## src/verilog/dds_link_pkg.sv

```systemverilog
// Shared constants for the serial tuning link and its two ends
package dds_link_pkg;
  // Serial word geometry
  localparam int WORD_BITS = 16;             // Bits per serial word
  localparam logic [3:0] LAST_BIT = 4'hF;    // Index of the sixteenth bit
  localparam int HALF_BITS = 14;             // Payload bits per word
  localparam int TUNE_BITS = 28;             // Full tuning word width
  localparam int PHASE_BITS = 12;            // Phase offset width
  // Address prefix in the two top bits
  localparam logic [1:0] PFX_CTRL   = 2'h0;  // Control write
  localparam logic [1:0] PFX_FREQ_A = 2'h1;  // Tuning word A
  localparam logic [1:0] PFX_FREQ_B = 2'h2;  // Tuning word B
  localparam logic [1:0] PFX_PHASE  = 2'h3;  // Phase offset A or B
  localparam int PHASE_SEL_BIT = 13;         // Picks phase offset B
  // Control word field positions
  localparam int FULL_BIT  = 13;             // full_word_load
  localparam int HALF_BIT  = 12;             // half_select
  localparam int FREQ_PICK_BIT_BIT  = 11;             // freq_pick_bit
  localparam int PSEL_BIT  = 10;             // phase pick bit
  localparam int SRC_BIT   = 9;              // control_source
  localparam int CLEAR_BIT = 8;              // Internal clear
  localparam logic [15:0] CTRL_RESET = 16'h0000; // Control reset value
  // Selection and load latency in master-clock cycles
  localparam int LATENCY_CYC = 8;
  localparam int PIPE_LEN = LATENCY_CYC - 1; // Stages before output flop
  // Host timing: shift clock half period
  localparam int CLK_NS = 8;                 // clk_sys period
  localparam int SCLK_HALF_NS = 64;          // Shift clock half period
  localparam int SCLK_HALF_CYC = (SCLK_HALF_NS + CLK_NS - 1) / CLK_NS;
  localparam logic [3:0] HALF_LOAD = 4'(SCLK_HALF_CYC - 1);
  // Host register byte offsets
  localparam logic [3:0] OFS_TX     = 4'h0;  // Word to send
  localparam logic [3:0] OFS_STATUS = 4'h4;  // Busy flag
  localparam logic [3:0] OFS_PINS   = 4'h8;  // Select and clear pins
  localparam int BUSY_BIT = 0;               // Status: frame in flight
  localparam int PIN_FREQ_BIT  = 0;          // Pins: frequency pick
  localparam int PIN_PHASE_BIT = 1;          // Pins: phase pick
  localparam int PIN_CLEAR_BIT = 2;          // Pins: internal clear
  localparam logic [2:0] PINS_RESET = 3'h0;  // Pin register reset value
endpackage : dds_link_pkg

```

## src/verilog/dds_link_if.sv

```systemverilog
// Serial link and select pins between controller and synthesizer
`timescale 1ns/1ps
interface dds_link_if;
  logic sclk;            // Shift clock, idles high
  logic frame_sync_n;    // Frame marker and chip enable, active low
  logic sdata;           // Serial data, MSB first
  logic freq_pick_pin;   // Tuning word select pin
  logic phase_pick_pin;  // Phase offset select pin
  logic clear_pin;       // Internal clear pin
  modport device (
    input sclk, frame_sync_n, sdata, freq_pick_pin, phase_pick_pin,
          clear_pin
  );
  modport host (
    output sclk, frame_sync_n, sdata, freq_pick_pin, phase_pick_pin,
           clear_pin
  );
endinterface : dds_link_if

```

## src/verilog/dds_serial_device.sv

```systemverilog
// Synthesizer end: serial word capture, control decode, tuning registers
//
// Decided for this implementation: the Avalon-MM register port and the placing of the registers.
`timescale 1ns/1ps
module dds_serial_device
  import dds_link_pkg::*;
(
  input  wire logic        clk_sys,      // Master clock
  input  wire logic        arst_n,       // Async reset, active low
  dds_link_if.device       link,         // Serial link and pins
  output logic      [27:0] freq_word,    // Active tuning word
  output logic      [11:0] phase_word,   // Active phase offset
  output logic             dds_clear,    // Core held cleared
  output logic      [15:0] control_word, // Current control register
  output logic             word_strobe   // One pulse per word taken
);

  // Merge a 14-bit payload into one half of a tuning word
  function automatic logic [27:0] merge_half(
    input logic [27:0] old_word,
    input logic [13:0] payload,
    input logic        high_half
  );
    logic [27:0] res;
    res = high_half ? {payload, old_word[13:0]}
                    : {old_word[27:14], payload};
    return res;
  endfunction : merge_half

  // Next value of a tuning word for one serial write to it
  function automatic logic [27:0] tune_next(
    input logic [27:0] old_word,
    input logic [13:0] payload,
    input logic        full_mode,
    input logic        half_pick,
    input logic        pair_done,
    input logic [13:0] low_part
  );
    logic [27:0] res;
    if (!full_mode) begin
      res = merge_half(old_word, payload, half_pick);
    end else if (pair_done) begin
      res = {payload, low_part};
    end else begin
      res = old_word;
    end
    return res;
  endfunction : tune_next

  // Synchronised link levels
  logic [5:0]  raw_pins;      // Pins as they arrive
  logic [5:0]  sync_pins;     // After two flops
  logic        sclk_s;        // Shift clock level
  logic        frame_n_s;     // Frame sync level
  logic        sdata_s;       // Serial data level
  logic        fpin_s;        // Frequency pick pin
  logic        ppin_s;        // Phase pick pin
  logic        cpin_s;        // Clear pin

  // Capture state
  logic        sclk_prev_reg; // Shift clock one cycle ago
  logic [3:0]  bit_cnt_reg;   // Bits taken in current word
  logic [14:0] shift_reg;     // Bits collected so far
  logic        sclk_fall;     // Falling edge seen this cycle
  logic        word_done;     // Sixteenth bit arrives now
  logic [15:0] new_word;      // Completed word

  // Register file
  logic [13:0] ctrl_reg;      // Control bits
  logic [27:0] freq_a_reg;    // tuning_word_a
  logic [27:0] freq_b_reg;    // tuning_word_b
  logic [11:0] phase_a_reg;   // phase_offset_a
  logic [11:0] phase_b_reg;   // phase_offset_b
  logic        low_valid_reg; // Low half of a full load waiting
  logic        low_addr_reg;  // Waiting half belongs to word B
  logic [13:0] low_data_reg;  // Waiting low half

  // Decode
  logic [1:0]  prefix;        // Address prefix
  logic [13:0] payload;       // Lower fourteen bits
  logic        wr_ctrl;       // Control write
  logic        wr_a;          // Write to tuning_word_a
  logic        wr_b;          // Write to tuning_word_b
  logic        wr_ph;         // Write to a phase offset
  logic        full_mode;     // full_word_load
  logic        half_select;   // half_select
  logic        pair_a;        // Completes a full load of A
  logic        pair_b;        // Completes a full load of B
  logic [27:0] freq_a_next;   // Next tuning_word_a
  logic [27:0] freq_b_next;   // Next tuning_word_b

  // Selection and latency pipe
  logic        pins_rule;     // Pins govern selection and clear
  logic        sel_freq;      // Effective frequency pick
  logic        sel_phase;     // Effective phase pick
  logic        sel_clear;     // Effective clear
  logic [27:0] pipe_freq_reg  [PIPE_LEN];  // Delayed tuning word
  logic [11:0] pipe_phase_reg [PIPE_LEN];  // Delayed phase offset
  logic        pipe_clear_reg [PIPE_LEN];  // Delayed clear

  // Every link level crosses through two flops before use
  assign raw_pins = {link.sclk, link.frame_sync_n, link.sdata,
                     link.freq_pick_pin, link.phase_pick_pin,
                     link.clear_pin};
  sync_2ff u_sync (
    .clk_sys (clk_sys),
    .arst_n  (arst_n),
    .din     (raw_pins),
    .dout    (sync_pins)
  );
  assign {sclk_s, frame_n_s, sdata_s, fpin_s, ppin_s, cpin_s} = sync_pins;

  // Edge finder; shift clock must already be high as the frame opens
  assign sclk_fall = sclk_prev_reg & ~sclk_s;
  assign word_done = ~frame_n_s & sclk_fall & (bit_cnt_reg == LAST_BIT);
  assign new_word  = {shift_reg, sdata_s};

  // Shift one bit per falling edge inside a frame; counter wraps
  // so a long frame carries many words
  always_ff @(posedge clk_sys or negedge arst_n) begin
    if (!arst_n) begin
      sclk_prev_reg <= 1'b1;
      bit_cnt_reg   <= 4'h0;
      shift_reg     <= 15'h0000;
    end else begin
      sclk_prev_reg <= sclk_s;
      if (frame_n_s) begin
        bit_cnt_reg <= 4'h0;
      end else if (sclk_fall) begin
        shift_reg   <= {shift_reg[13:0], sdata_s};
        bit_cnt_reg <= bit_cnt_reg + 4'h1;
      end
    end
  end

  // Address and mode decode
  assign prefix      = new_word[15:14];
  assign payload     = new_word[13:0];
  assign wr_ctrl     = word_done & (prefix == PFX_CTRL);
  assign wr_a        = word_done & (prefix == PFX_FREQ_A);
  assign wr_b        = word_done & (prefix == PFX_FREQ_B);
  assign wr_ph       = word_done & (prefix == PFX_PHASE);
  assign full_mode   = ctrl_reg[FULL_BIT];
  assign half_select = ctrl_reg[HALF_BIT];
  // The second write of a pair must name the same word as the first
  assign pair_a      = low_valid_reg & ~low_addr_reg;
  assign pair_b      = low_valid_reg & low_addr_reg;
  // Full mode keeps the old word until both halves exist
  assign freq_a_next = tune_next(freq_a_reg, payload, full_mode,
                                 half_select, pair_a, low_data_reg);
  assign freq_b_next = tune_next(freq_b_reg, payload, full_mode,
                                 half_select, pair_b, low_data_reg);

  // Control and tuning registers in the master-clock domain
  always_ff @(posedge clk_sys or negedge arst_n) begin
    if (!arst_n) begin
      ctrl_reg      <= CTRL_RESET[13:0];
      freq_a_reg    <= 28'h0000000;
      freq_b_reg    <= 28'h0000000;
      phase_a_reg   <= 12'h000;
      phase_b_reg   <= 12'h000;
      low_valid_reg <= 1'b0;
      low_addr_reg  <= 1'b0;
      low_data_reg  <= 14'h0000;
    end else begin
      if (wr_ctrl) begin
        ctrl_reg      <= payload;
        low_valid_reg <= 1'b0;     // Any control write drops a lone half
      end
      if (wr_a) begin
        freq_a_reg <= freq_a_next;
      end
      if (wr_b) begin
        freq_b_reg <= freq_b_next;
      end
      // Pair tracking; a third write to one word starts a new pair
      if ((wr_a | wr_b) & full_mode) begin
        if (low_valid_reg & (low_addr_reg == wr_b)) begin
          low_valid_reg <= 1'b0;
        end else begin
          low_valid_reg <= 1'b1;
          low_addr_reg  <= wr_b;
          low_data_reg  <= payload;
        end
      end
      if (wr_ph & ~payload[PHASE_SEL_BIT]) begin
        phase_a_reg <= payload[11:0];
      end
      if (wr_ph & payload[PHASE_SEL_BIT]) begin
        phase_b_reg <= payload[11:0];
      end
    end
  end

  // Pins or control bits govern selection and clear
  assign pins_rule = ctrl_reg[SRC_BIT];
  assign sel_freq  = pins_rule ? fpin_s : ctrl_reg[FREQ_PICK_BIT_BIT];
  assign sel_phase = pins_rule ? ppin_s : ctrl_reg[PSEL_BIT];
  assign sel_clear = pins_rule ? cpin_s : ctrl_reg[CLEAR_BIT];

  // Fixed pipe: any change of selection or selected word needs the
  // full latency; costs flops but gives a deterministic delay
  always_ff @(posedge clk_sys or negedge arst_n) begin
    if (!arst_n) begin
      for (int i = 0; i < PIPE_LEN; i++) begin
        pipe_freq_reg[i]  <= 28'h0000000;
        pipe_phase_reg[i] <= 12'h000;
        pipe_clear_reg[i] <= 1'b0;
      end
    end else begin
      pipe_freq_reg[0]  <= sel_freq ? freq_b_reg : freq_a_reg;
      pipe_phase_reg[0] <= sel_phase ? phase_b_reg : phase_a_reg;
      pipe_clear_reg[0] <= sel_clear;
      for (int i = 1; i < PIPE_LEN; i++) begin
        pipe_freq_reg[i]  <= pipe_freq_reg[i-1];
        pipe_phase_reg[i] <= pipe_phase_reg[i-1];
        pipe_clear_reg[i] <= pipe_clear_reg[i-1];
      end
    end
  end

  // Output flops; clear forces the midscale (zero) state
  always_ff @(posedge clk_sys or negedge arst_n) begin
    if (!arst_n) begin
      freq_word   <= 28'h0000000;
      phase_word  <= 12'h000;
      dds_clear   <= 1'b0;
      word_strobe <= 1'b0;
    end else begin
      if (pipe_clear_reg[PIPE_LEN-1]) begin
        freq_word  <= 28'h0000000;
        phase_word <= 12'h000;
      end else begin
        freq_word  <= pipe_freq_reg[PIPE_LEN-1];
        phase_word <= pipe_phase_reg[PIPE_LEN-1];
      end
      dds_clear   <= pipe_clear_reg[PIPE_LEN-1];
      word_strobe <= word_done;
    end
  end

  // Control register read-out with the control prefix on top
  assign control_word = {PFX_CTRL, ctrl_reg};

endmodule : dds_serial_device

```

## src/verilog/sync_2ff.sv

```systemverilog
// Two-flop synchroniser for a group of independent pin levels
`timescale 1ns/1ps
module sync_2ff (
  input  wire logic       clk_sys,  // Sampling clock
  input  wire logic       arst_n,   // Async reset, active low
  input  wire logic [5:0] din,      // Asynchronous levels
  output logic      [5:0] dout      // Synchronised levels
);
  logic [5:0] meta_reg;  // First stage, read only by second stage

  // Idle value: all link levels high (shift clock idles high, no frame)
  always_ff @(posedge clk_sys or negedge arst_n) begin
    if (!arst_n) begin
      meta_reg <= 6'h3F;
      dout     <= 6'h3F;
    end else begin
      meta_reg <= din;
      dout     <= meta_reg;
    end
  end
endmodule : sync_2ff

```

## src/flat_wrapper.sv

```systemverilog
// flat-port wrapper written by rule: the top's interface ports become plain ports
module dds_serial_device_flat import dds_link_pkg::*;
  (clk_sys, arst_n, freq_word, phase_word, dds_clear, control_word, word_strobe, link_sclk, link_frame_sync_n, link_sdata, link_freq_pick_pin, link_phase_pick_pin, link_clear_pin);
  dds_link_if link_i ();
  input  wire logic clk_sys;
  input  wire logic arst_n;
  output logic      [27:0] freq_word;
  output logic      [11:0] phase_word;
  output logic dds_clear;
  output logic      [15:0] control_word;
  output logic word_strobe;
  input wire logic [$bits(link_i.sclk)-1:0] link_sclk;
  input wire logic [$bits(link_i.frame_sync_n)-1:0] link_frame_sync_n;
  input wire logic [$bits(link_i.sdata)-1:0] link_sdata;
  input wire logic [$bits(link_i.freq_pick_pin)-1:0] link_freq_pick_pin;
  input wire logic [$bits(link_i.phase_pick_pin)-1:0] link_phase_pick_pin;
  input wire logic [$bits(link_i.clear_pin)-1:0] link_clear_pin;
  assign link_i.sclk = link_sclk;
  assign link_i.frame_sync_n = link_frame_sync_n;
  assign link_i.sdata = link_sdata;
  assign link_i.freq_pick_pin = link_freq_pick_pin;
  assign link_i.phase_pick_pin = link_phase_pick_pin;
  assign link_i.clear_pin = link_clear_pin;
  dds_serial_device u_core (.clk_sys(clk_sys), .arst_n(arst_n), .link(link_i), .freq_word(freq_word), .phase_word(phase_word), .dds_clear(dds_clear), .control_word(control_word), .word_strobe(word_strobe));
endmodule
```

## config.mk

```make
export PLATFORM = sky130hd
export DESIGN_NAME = dds_serial_device_flat
export DESIGN_NICKNAME = d
export VERILOG_FILES = /design/src/verilog/dds_link_pkg.sv /design/src/verilog/dds_link_if.sv /design/src/verilog/dds_serial_device.sv /design/src/verilog/sync_2ff.sv /design/src/flat_wrapper.sv
export SDC_FILE = /design/constraint.sdc
export NUM_CORES = 1
export LEC_CHECK = 0
export BUFFER_PORTS_ARGS = -buffer_cell sky130_fd_sc_hd__buf_4
export CAP_MARGIN = 25
export CORE_MARGIN = 2
export CORE_UTILIZATION = 64
export CTS_CLUSTER_SIZE = 30
export DETAILED_ROUTE_END_ITERATION = 10
export PLACE_DENSITY = 0.82
export SLEW_MARGIN = 20
export SYNTH_ARGS = -nofsm -noshare
export SYNTH_HDL_FRONTEND = slang
export SYNTH_SLANG_ARGS = --single-unit
```

## constraint.sdc

```tcl
create_clock -name clk_sys -period 5.03 [get_ports clk_sys]
set_input_delay 0.2515 -clock clk_sys [delete_from_list [all_inputs] [get_ports clk_sys]]
set_output_delay 0.2515 -clock clk_sys [all_outputs]
set_load 0.03 [all_outputs]
```

=== Word-level counts from Yosys, hierarchy flattened ===
Index checks and enable logic that the tools add are counted.
W data, S select, Z words.

* Memories kept: 0
* Input bits: 8
* Output and inout port bits: 58
* ROM bits: 0
* Memory bits (writable): 0
* Flip-flop bits (word level): 471
* Bits in latches: 0
* Word-level logic and storage cells: 95

* Bitwise operators: 19
* Equal/unequal tests: 8
* $lt $le $gt $ge: 0
* Divide/modulo/power cells: 0
* Reduce and logical (&&, ||, !) cells: 10
* Add/subtract/negate cells: 1
* Multiply operators: 0
* Shifts and indexed selects: 0
* Mux-type cells: 17

{| class="wikitable"
|+ Operators by type and width
! cell !! count
|-
| $mux W28 || 7
|-
| $mux W12 || 2
|-
| $and A1 B1 Y1 || 13
|-
| $reduce_and A3 Y1 || 4
|-
| $mux W4 || 2
|-
| $mux W1 || 6
|-
| $reduce_bool A2 Y1 || 3
|-
| $not A1 Y1 || 5
|-
| $add A4 B1 Y4 const B || 1
|-
| $eq A2 B2 Y1 const B || 2
|-
| $eq A4 B4 Y1 const B || 1
|-
| $ne A2 B2 Y1 const B || 2
|-
| $reduce_and A2 Y1 || 2
|-
| $eq A2 B1 Y1 const B || 1
|-
| $logic_not A2 Y1 || 1
|-
| $ne A2 B1 Y1 const B || 1
|-
| $eq A1 B1 Y1 || 1
|-
| $or A1 B1 Y1 || 1
|}

=== Longest topological paths before layout ===
* Word-level depth: 9
* Gate-level depth with buffers: 6
* Depth with buffers taken out: 5

=== By module ===
From an unflattened synthesis, not the netlist that was laid out.

* Cells, all modules: 798
* Area total of the unflattened synthesis: 14580.2 um2

{| class="wikitable"
|+ Modules (own cells, without submodules)
! module !! area each (um2) !! instances !! cells an instance !! seq. area each (um2)
|-
| dds_serial_device || 14264.9 || 1 || 786 || 11487.3
|-
| sync_2ff || 315.3 || 1 || 12 || 315.3
|}

=== Least setup slack after synthesis ===
Ideal clock, no wire load.

* Path kind: reg-to-reg
* Start point: reg u_core.ctrl_reg[13]
* End point: reg u_core.freq_b_reg[17]
* Arrival time: 1836 ps
* Buffers on the path: 2
* Cell stages (with the launch flop): 6
* Clock period less this slack: 1961 ps
* Library setup time: 125 ps
* Setup slack: 3069 ps
* Required time: 4905 ps
* Cells stage by stage: dfrtp_1 -> buf_2 -> and3_1 -> o211ai_1 -> buf_2 -> mux2_2

* Cells in the longest elaborated chain, start to end: 2
* Elaborated cells on any way between the ends: 4
* Those cells by class: eq/ne: 1; mux: 1; reduce/logical: 2

{| class="wikitable"
|+ Ends and longest elaborated chain
! what !! RTL line !! text
|-
| from (decl) || dds_serial_device.sv:69 || <nowiki>logic [13:0] ctrl_reg;</nowiki>
|-
| from (signal assigned) || dds_serial_device.sv:157 || <nowiki>ctrl_reg <= CTRL_RESET[13:0];</nowiki>
|-
| from (signal assigned) || dds_serial_device.sv:167 || <nowiki>ctrl_reg <= payload;</nowiki>
|-
| $ne A2 B2 Y1 (no line) / $reduce_bool A2 Y1 (equally long branches) || - ||
|-
| $reduce_and A3 Y1 (no line) || - ||
|-
| to (signal assigned) || dds_serial_device.sv:174 || <nowiki>freq_b_reg <= freq_b_next;</nowiki>
|-
| to (decl) || dds_serial_device.sv:71 || <nowiki>logic [27:0] freq_b_reg;</nowiki>
|}

Several ways; a longest one is shown, not always the timed one.
A chain may end at the register's enable or synchronous reset.

=== Worst setup path after layout ===
* Start point: reg u_core.ctrl_reg[13]
* End point: reg u_core.freq_b_reg[1]

* Cells in the longest elaborated chain, start to end: 2
* Elaborated cells on any way between the ends: 4
* Those cells by class: eq/ne: 2; mux: 1; reduce/logical: 1

{| class="wikitable"
|+ Ends and longest elaborated chain
! what
|-
| $ne A2 B1 Y1 (no line) / $ne A2 B2 Y1 (equally long branches)
|-
| $reduce_and A3 Y1 (no line)
|}

Several ways; a longest one is shown, not always the timed one.

==> run summary <==
Of the total power, the share spent switching nets is 21.64%. The first global-routing pass estimated 42,700 µm of wire. The number of max-slew violations in the final report is 0. In this run the deepest clock path goes through 3 buffers. By area the synthesized netlist is led by sky130_fd_sc_hd__dfrtp_1 79%, sky130_fd_sc_hd__mux2_2 11%, sky130_fd_sc_hd__dfstp_2 2.4%, sky130_fd_sc_hd__nor2b_1 2.0%, sky130_fd_sc_hd__o21ai_0 1.0%.

The number of gates given a new drive strength after cts came out at 0. Yosys instantiated no cell more often than sky130_fd_sc_hd__dfrtp_1. Measured in cells, the most critical reg-to-reg path has a length of 5. The end of the worst register-to-register path is u_core.freq_b_reg[1]$_DFFE_PN0P_. The width of the chip came out at 154.2 µm. The highest cell delay on the worst timing path is 0.82 ns.

The total of buffers placed on input and output ports is 63. The area of the placeable core is 21,960 µm². For this design the top-level I/O count stands at 66. The cell count after synthesis came out at 795.

The register-to-register setup slack is 2.57 ns. The count of routing violations after the opening detailed-route iteration came out at 556. After detailed routing, the average wire length per cell comes to 22.01 µm. The clock share of power is 43.4%.

The number of storage elements in the synthesis netlist is 471. The achievable frequency came out at 406.4 MHz. The average instance area after synthesis is 18.17 µm². The critical path is of the flip-flop to flip-flop type.

The final setup violation count came out at 0. The proportion of register bits with asynchronous set or reset after synthesis is 100.0%. The remaining antenna violation count after routing is 0. The number of H-tree branching levels came out at 2.

Across the run, the number of max-cap violations was 0. The CTS tree is done. The via count of the first global-routing pass came to 7,359. The clock reaches the later pin of the worst-skew pair after 0.53 ns. The overall fraction of global-route tracks in use is 23.83%. The number of iterations in the first detailed-routing pass came out at 5.

The portion of synthesized cell area occupied by the leading cell type came out at 79.36%. The via total after detailed routing is 6,673. Final hold analysis gives a worst-case slack of 0.3313 ns. The die covers 23,780 µm². The final wirelength came out at 26,440 µm. The maximum fanout encountered on the critical timing path is 28. The proportion of layout cells with a drive suffix above 1 came out at 31.81%.

The global route total overflow came out at 0. The internal portion of the total power is 5.674 mW. The signal on the critical path passes through nor2_1 -> buf_4 -> o2111ai_4 -> nand2_1 -> o21ai_0. The cell sitting at the root of the clock tree is a sky130_fd_sc_hd__clkbuf_16. The effective utilization at floorplan came out at 65.77%.

The number of enable-type register cells in the synthesized netlist came out at 0. The DRC violation count after routing came out at 0. The area growth from synthesis to layout is 15.51%. In this run the most critical hold path is launched from u_core.pipe_phase_reg[30]$_DFF_PN0_. The detailed placer's ending HPWL came out at 13,790 µm.

Counting instances in the post-synthesis netlist gives the leading cell types as 458 x sky130_fd_sc_hd__dfrtp_1, 135 x sky130_fd_sc_hd__mux2_2, 47 x sky130_fd_sc_hd__nor2b_1. The power per unit of standard cell area came out at 434.1 nW/µm². The run finished with clean final reports. Sequential elements use 81.73% of the synthesized area. In the synthesized netlist the dominant register cell turns out to be sky130_fd_sc_hd__dfrtp_1. The part of the power in registers came out at 54.4%.

The static leakage is 8.754 nW. The number of flip-flops in the largest register is 196. Setup repair after global routing left no endpoint under its margin. The slowest stage of the critical path belongs to the cell sky130_fd_sc_hd__dfrtp_1. The synthesis warning total is 0. For the pin with the worst max-slew slack, the measured transition is 0.9813 ns. The period utilization came out at 48.92%. The number of nets in the layout is 903. The setup clock skew after layout is 0.01568 ns. The final total negative setup slack came out at 0 ns. The tightest min-delay check is of the flip-flop to flip-flop type. The worst hold path was traced through 0 stages. The synthesized netlist contains 38 unique library cells. The critical path starts at u_core.ctrl_reg[13]$_DFFE_PN0P_. Across the VDD grid, the largest voltage drop is 0.2835 mV.

The clock period could shrink to 2.460 ns. The cell type contributing the most total cell area after synthesis is sky130_fd_sc_hd__dfrtp_1. The count of inserted antenna diode cells is 0.

Using the TritonRoute via totals, the vias-per-cell ratio works out to 5.556. For the worst setup path, the data arrival time is 2.87 ns. At the end of routability-driven placement, the weighted congestion stood at 0.8807.

The startpoint identified for the worst register-to-register timing path is u_core.ctrl_reg[13]$_DFFE_PN0P_. The number of hold violations in the final report is 0. The initial antenna violation count came out at 0.

The post-synth design cell area is 14,440 µm². The kind of end point of the critical path is a flip-flop. The post-route cell area is 16,680 µm². The TritonCTS buffer count came out at 43. The clock transition at the register clock pins on the worst setup and hold paths after CTS is 0.07 ns.

Row generation in the floorplan step produced 54 rows. Entering global routing, the biggest net connects 179 pins. The headroom to the max-slew limit is 34.29%.

The sink count of the clock tree is 471. For hold timing, the worst endpoint is u_core.pipe_phase_reg[18]$_DFF_PN0_. The fraction of power consumed by combinational cells came out at 2.2%.

The type of element launching the critical path is a flip-flop. The y dimension of the die is 154.2 µm. The analysis attributes to net switching a power of 1.567 mW.

The data required time of the critical path is 5.44 ns. The post-place instance area is 15,230 µm².
layer usage:
| metal | global-route usage (%) | wire (µm) |
|---|---|---|
| met1 | 31.55 | 10100 |
| met2 | 40.59 | 14130 |
| met5 | 0 | 0 |
| met4 | 8.500 | 854 |
| met3 | 4.371 | 1359 |
final cells by class:
cell class                 count  area (µm²)
clock buffer                  63        1271
clock inverter                 9       82.58
fill                        1058        5278
inverter                       2       7.507
multi-input combinational    297        2519
sequential                   471       11800
tap                          280       350.3
timing repair buffer          79       646.9
how the worst max path moves through the flow:
stage / to / slack, ns / cells after the start
6_report: u_core.freq_b_reg[1]$_DFFE_PN0P_ / 2.57 / 5
5_1_grt: u_core.freq_b_reg[1]$_DFFE_PN0P_ / 2.43 / 5
4_1_cts: u_core.freq_a_reg[13]$_DFFE_PN0P_ / 1.98 / 4
3_5_place_dp: u_core.freq_a_reg[6]$_DFFE_PN0P_ / 2.22 / 3
3_3_place_gp: u_core.freq_a_reg[1]$_DFFE_PN0P_ / 2.66 / 4
2_1_floorplan: u_core.freq_b_reg[17]$_DFFE_PN0P_ / 3.07 / 5
layout by cell type, fill, tap and decap left out, types with 2 or more instances in the layout:
cell and instances:
sky130_fd_sc_hd__dfrtp_1 457, sky130_fd_sc_hd__clkinvlp_4 2, sky130_fd_sc_hd__clkbuf_16 43, sky130_fd_sc_hd__a21oi_1 3, sky130_fd_sc_hd__a22oi_1 13, sky130_fd_sc_hd__mux2i_1 3
sky130_fd_sc_hd__dfstp_2 13, sky130_fd_sc_hd__buf_12 2, sky130_fd_sc_hd__clkbuf_1 8, sky130_fd_sc_hd__nor2b_1 47, sky130_fd_sc_hd__xor2_1 2, sky130_fd_sc_hd__nand4_1 2
sky130_fd_sc_hd__nand2_1 34, sky130_fd_sc_hd__nor2_1 5, sky130_fd_sc_hd__clkinv_2 4, sky130_fd_sc_hd__o21ai_0 30, sky130_fd_sc_hd__conb_1 2, sky130_fd_sc_hd__buf_4 68
sky130_fd_sc_hd__dlygate4sd3_1 7, sky130_fd_sc_hd__mux2_2 135, sky130_fd_sc_hd__clkbuf_8 12, sky130_fd_sc_hd__inv_1 2
critical path, delay by kind of cell (launching register included):
| family | cells | cell delay, ns |
|---|---|---|
| buffers and inverters | 1 | 0.27 |
| AND/OR/NAND/NOR | 2 | 0.49 |
| flip-flops | 1 | 0.82 |
| AO/OA/AOI/OAI | 2 | 0.74 |
power by group through the flow:
| stage | logic (mW) | registers (mW) | clock network (mW) |
|---|---|---|---|
| final | 0.157 | 3.94 | 3.14 |
| after global placement | 0.142 | 4.00 | 0 |
| after CTS | 0.161 | 3.94 | 3.20 |
| after floorplan | 0.0589 | 3.94 | 0 |
| after detailed placement | 0.154 | 4.01 | 0 |
| after global routing | 0.182 | 3.94 | 3.36 |
cells by family after synthesis:
group                    share of synthesized area, %
buffers and inverters                          0.9357
multiplexers                                    10.83
other                                         0.02597
XOR/XNOR                                       0.1820
AO/OA/AOI/OAI                                   2.296
AND/OR/NAND/NOR                                 3.916
adder cells (fa/ha/maj)                       0.08663
flip-flops                                      81.73
stage by stage:
step	utilization [%]	cells	total power, mW	setup WS, ns
5_1_grt	75.97	1201	7.485	2.432
3_5_place_dp	69.34	1120	4.162	2.217
6_report	75.97	1201	7.242	2.570
3_3_place_gp	69.34	1120	4.144	2.662
2_1_floorplan	-	796	4.001	3.069
4_1_cts	75.83	1199	7.300	1.980
repair_timing:
action | in CTS | in global routing
hold buffers | 7 | 0
hold endpoints to repair | 125 | 0
buffers inserted | 0 | 0
Note: power is estimated with default switching activity, not from simulation.
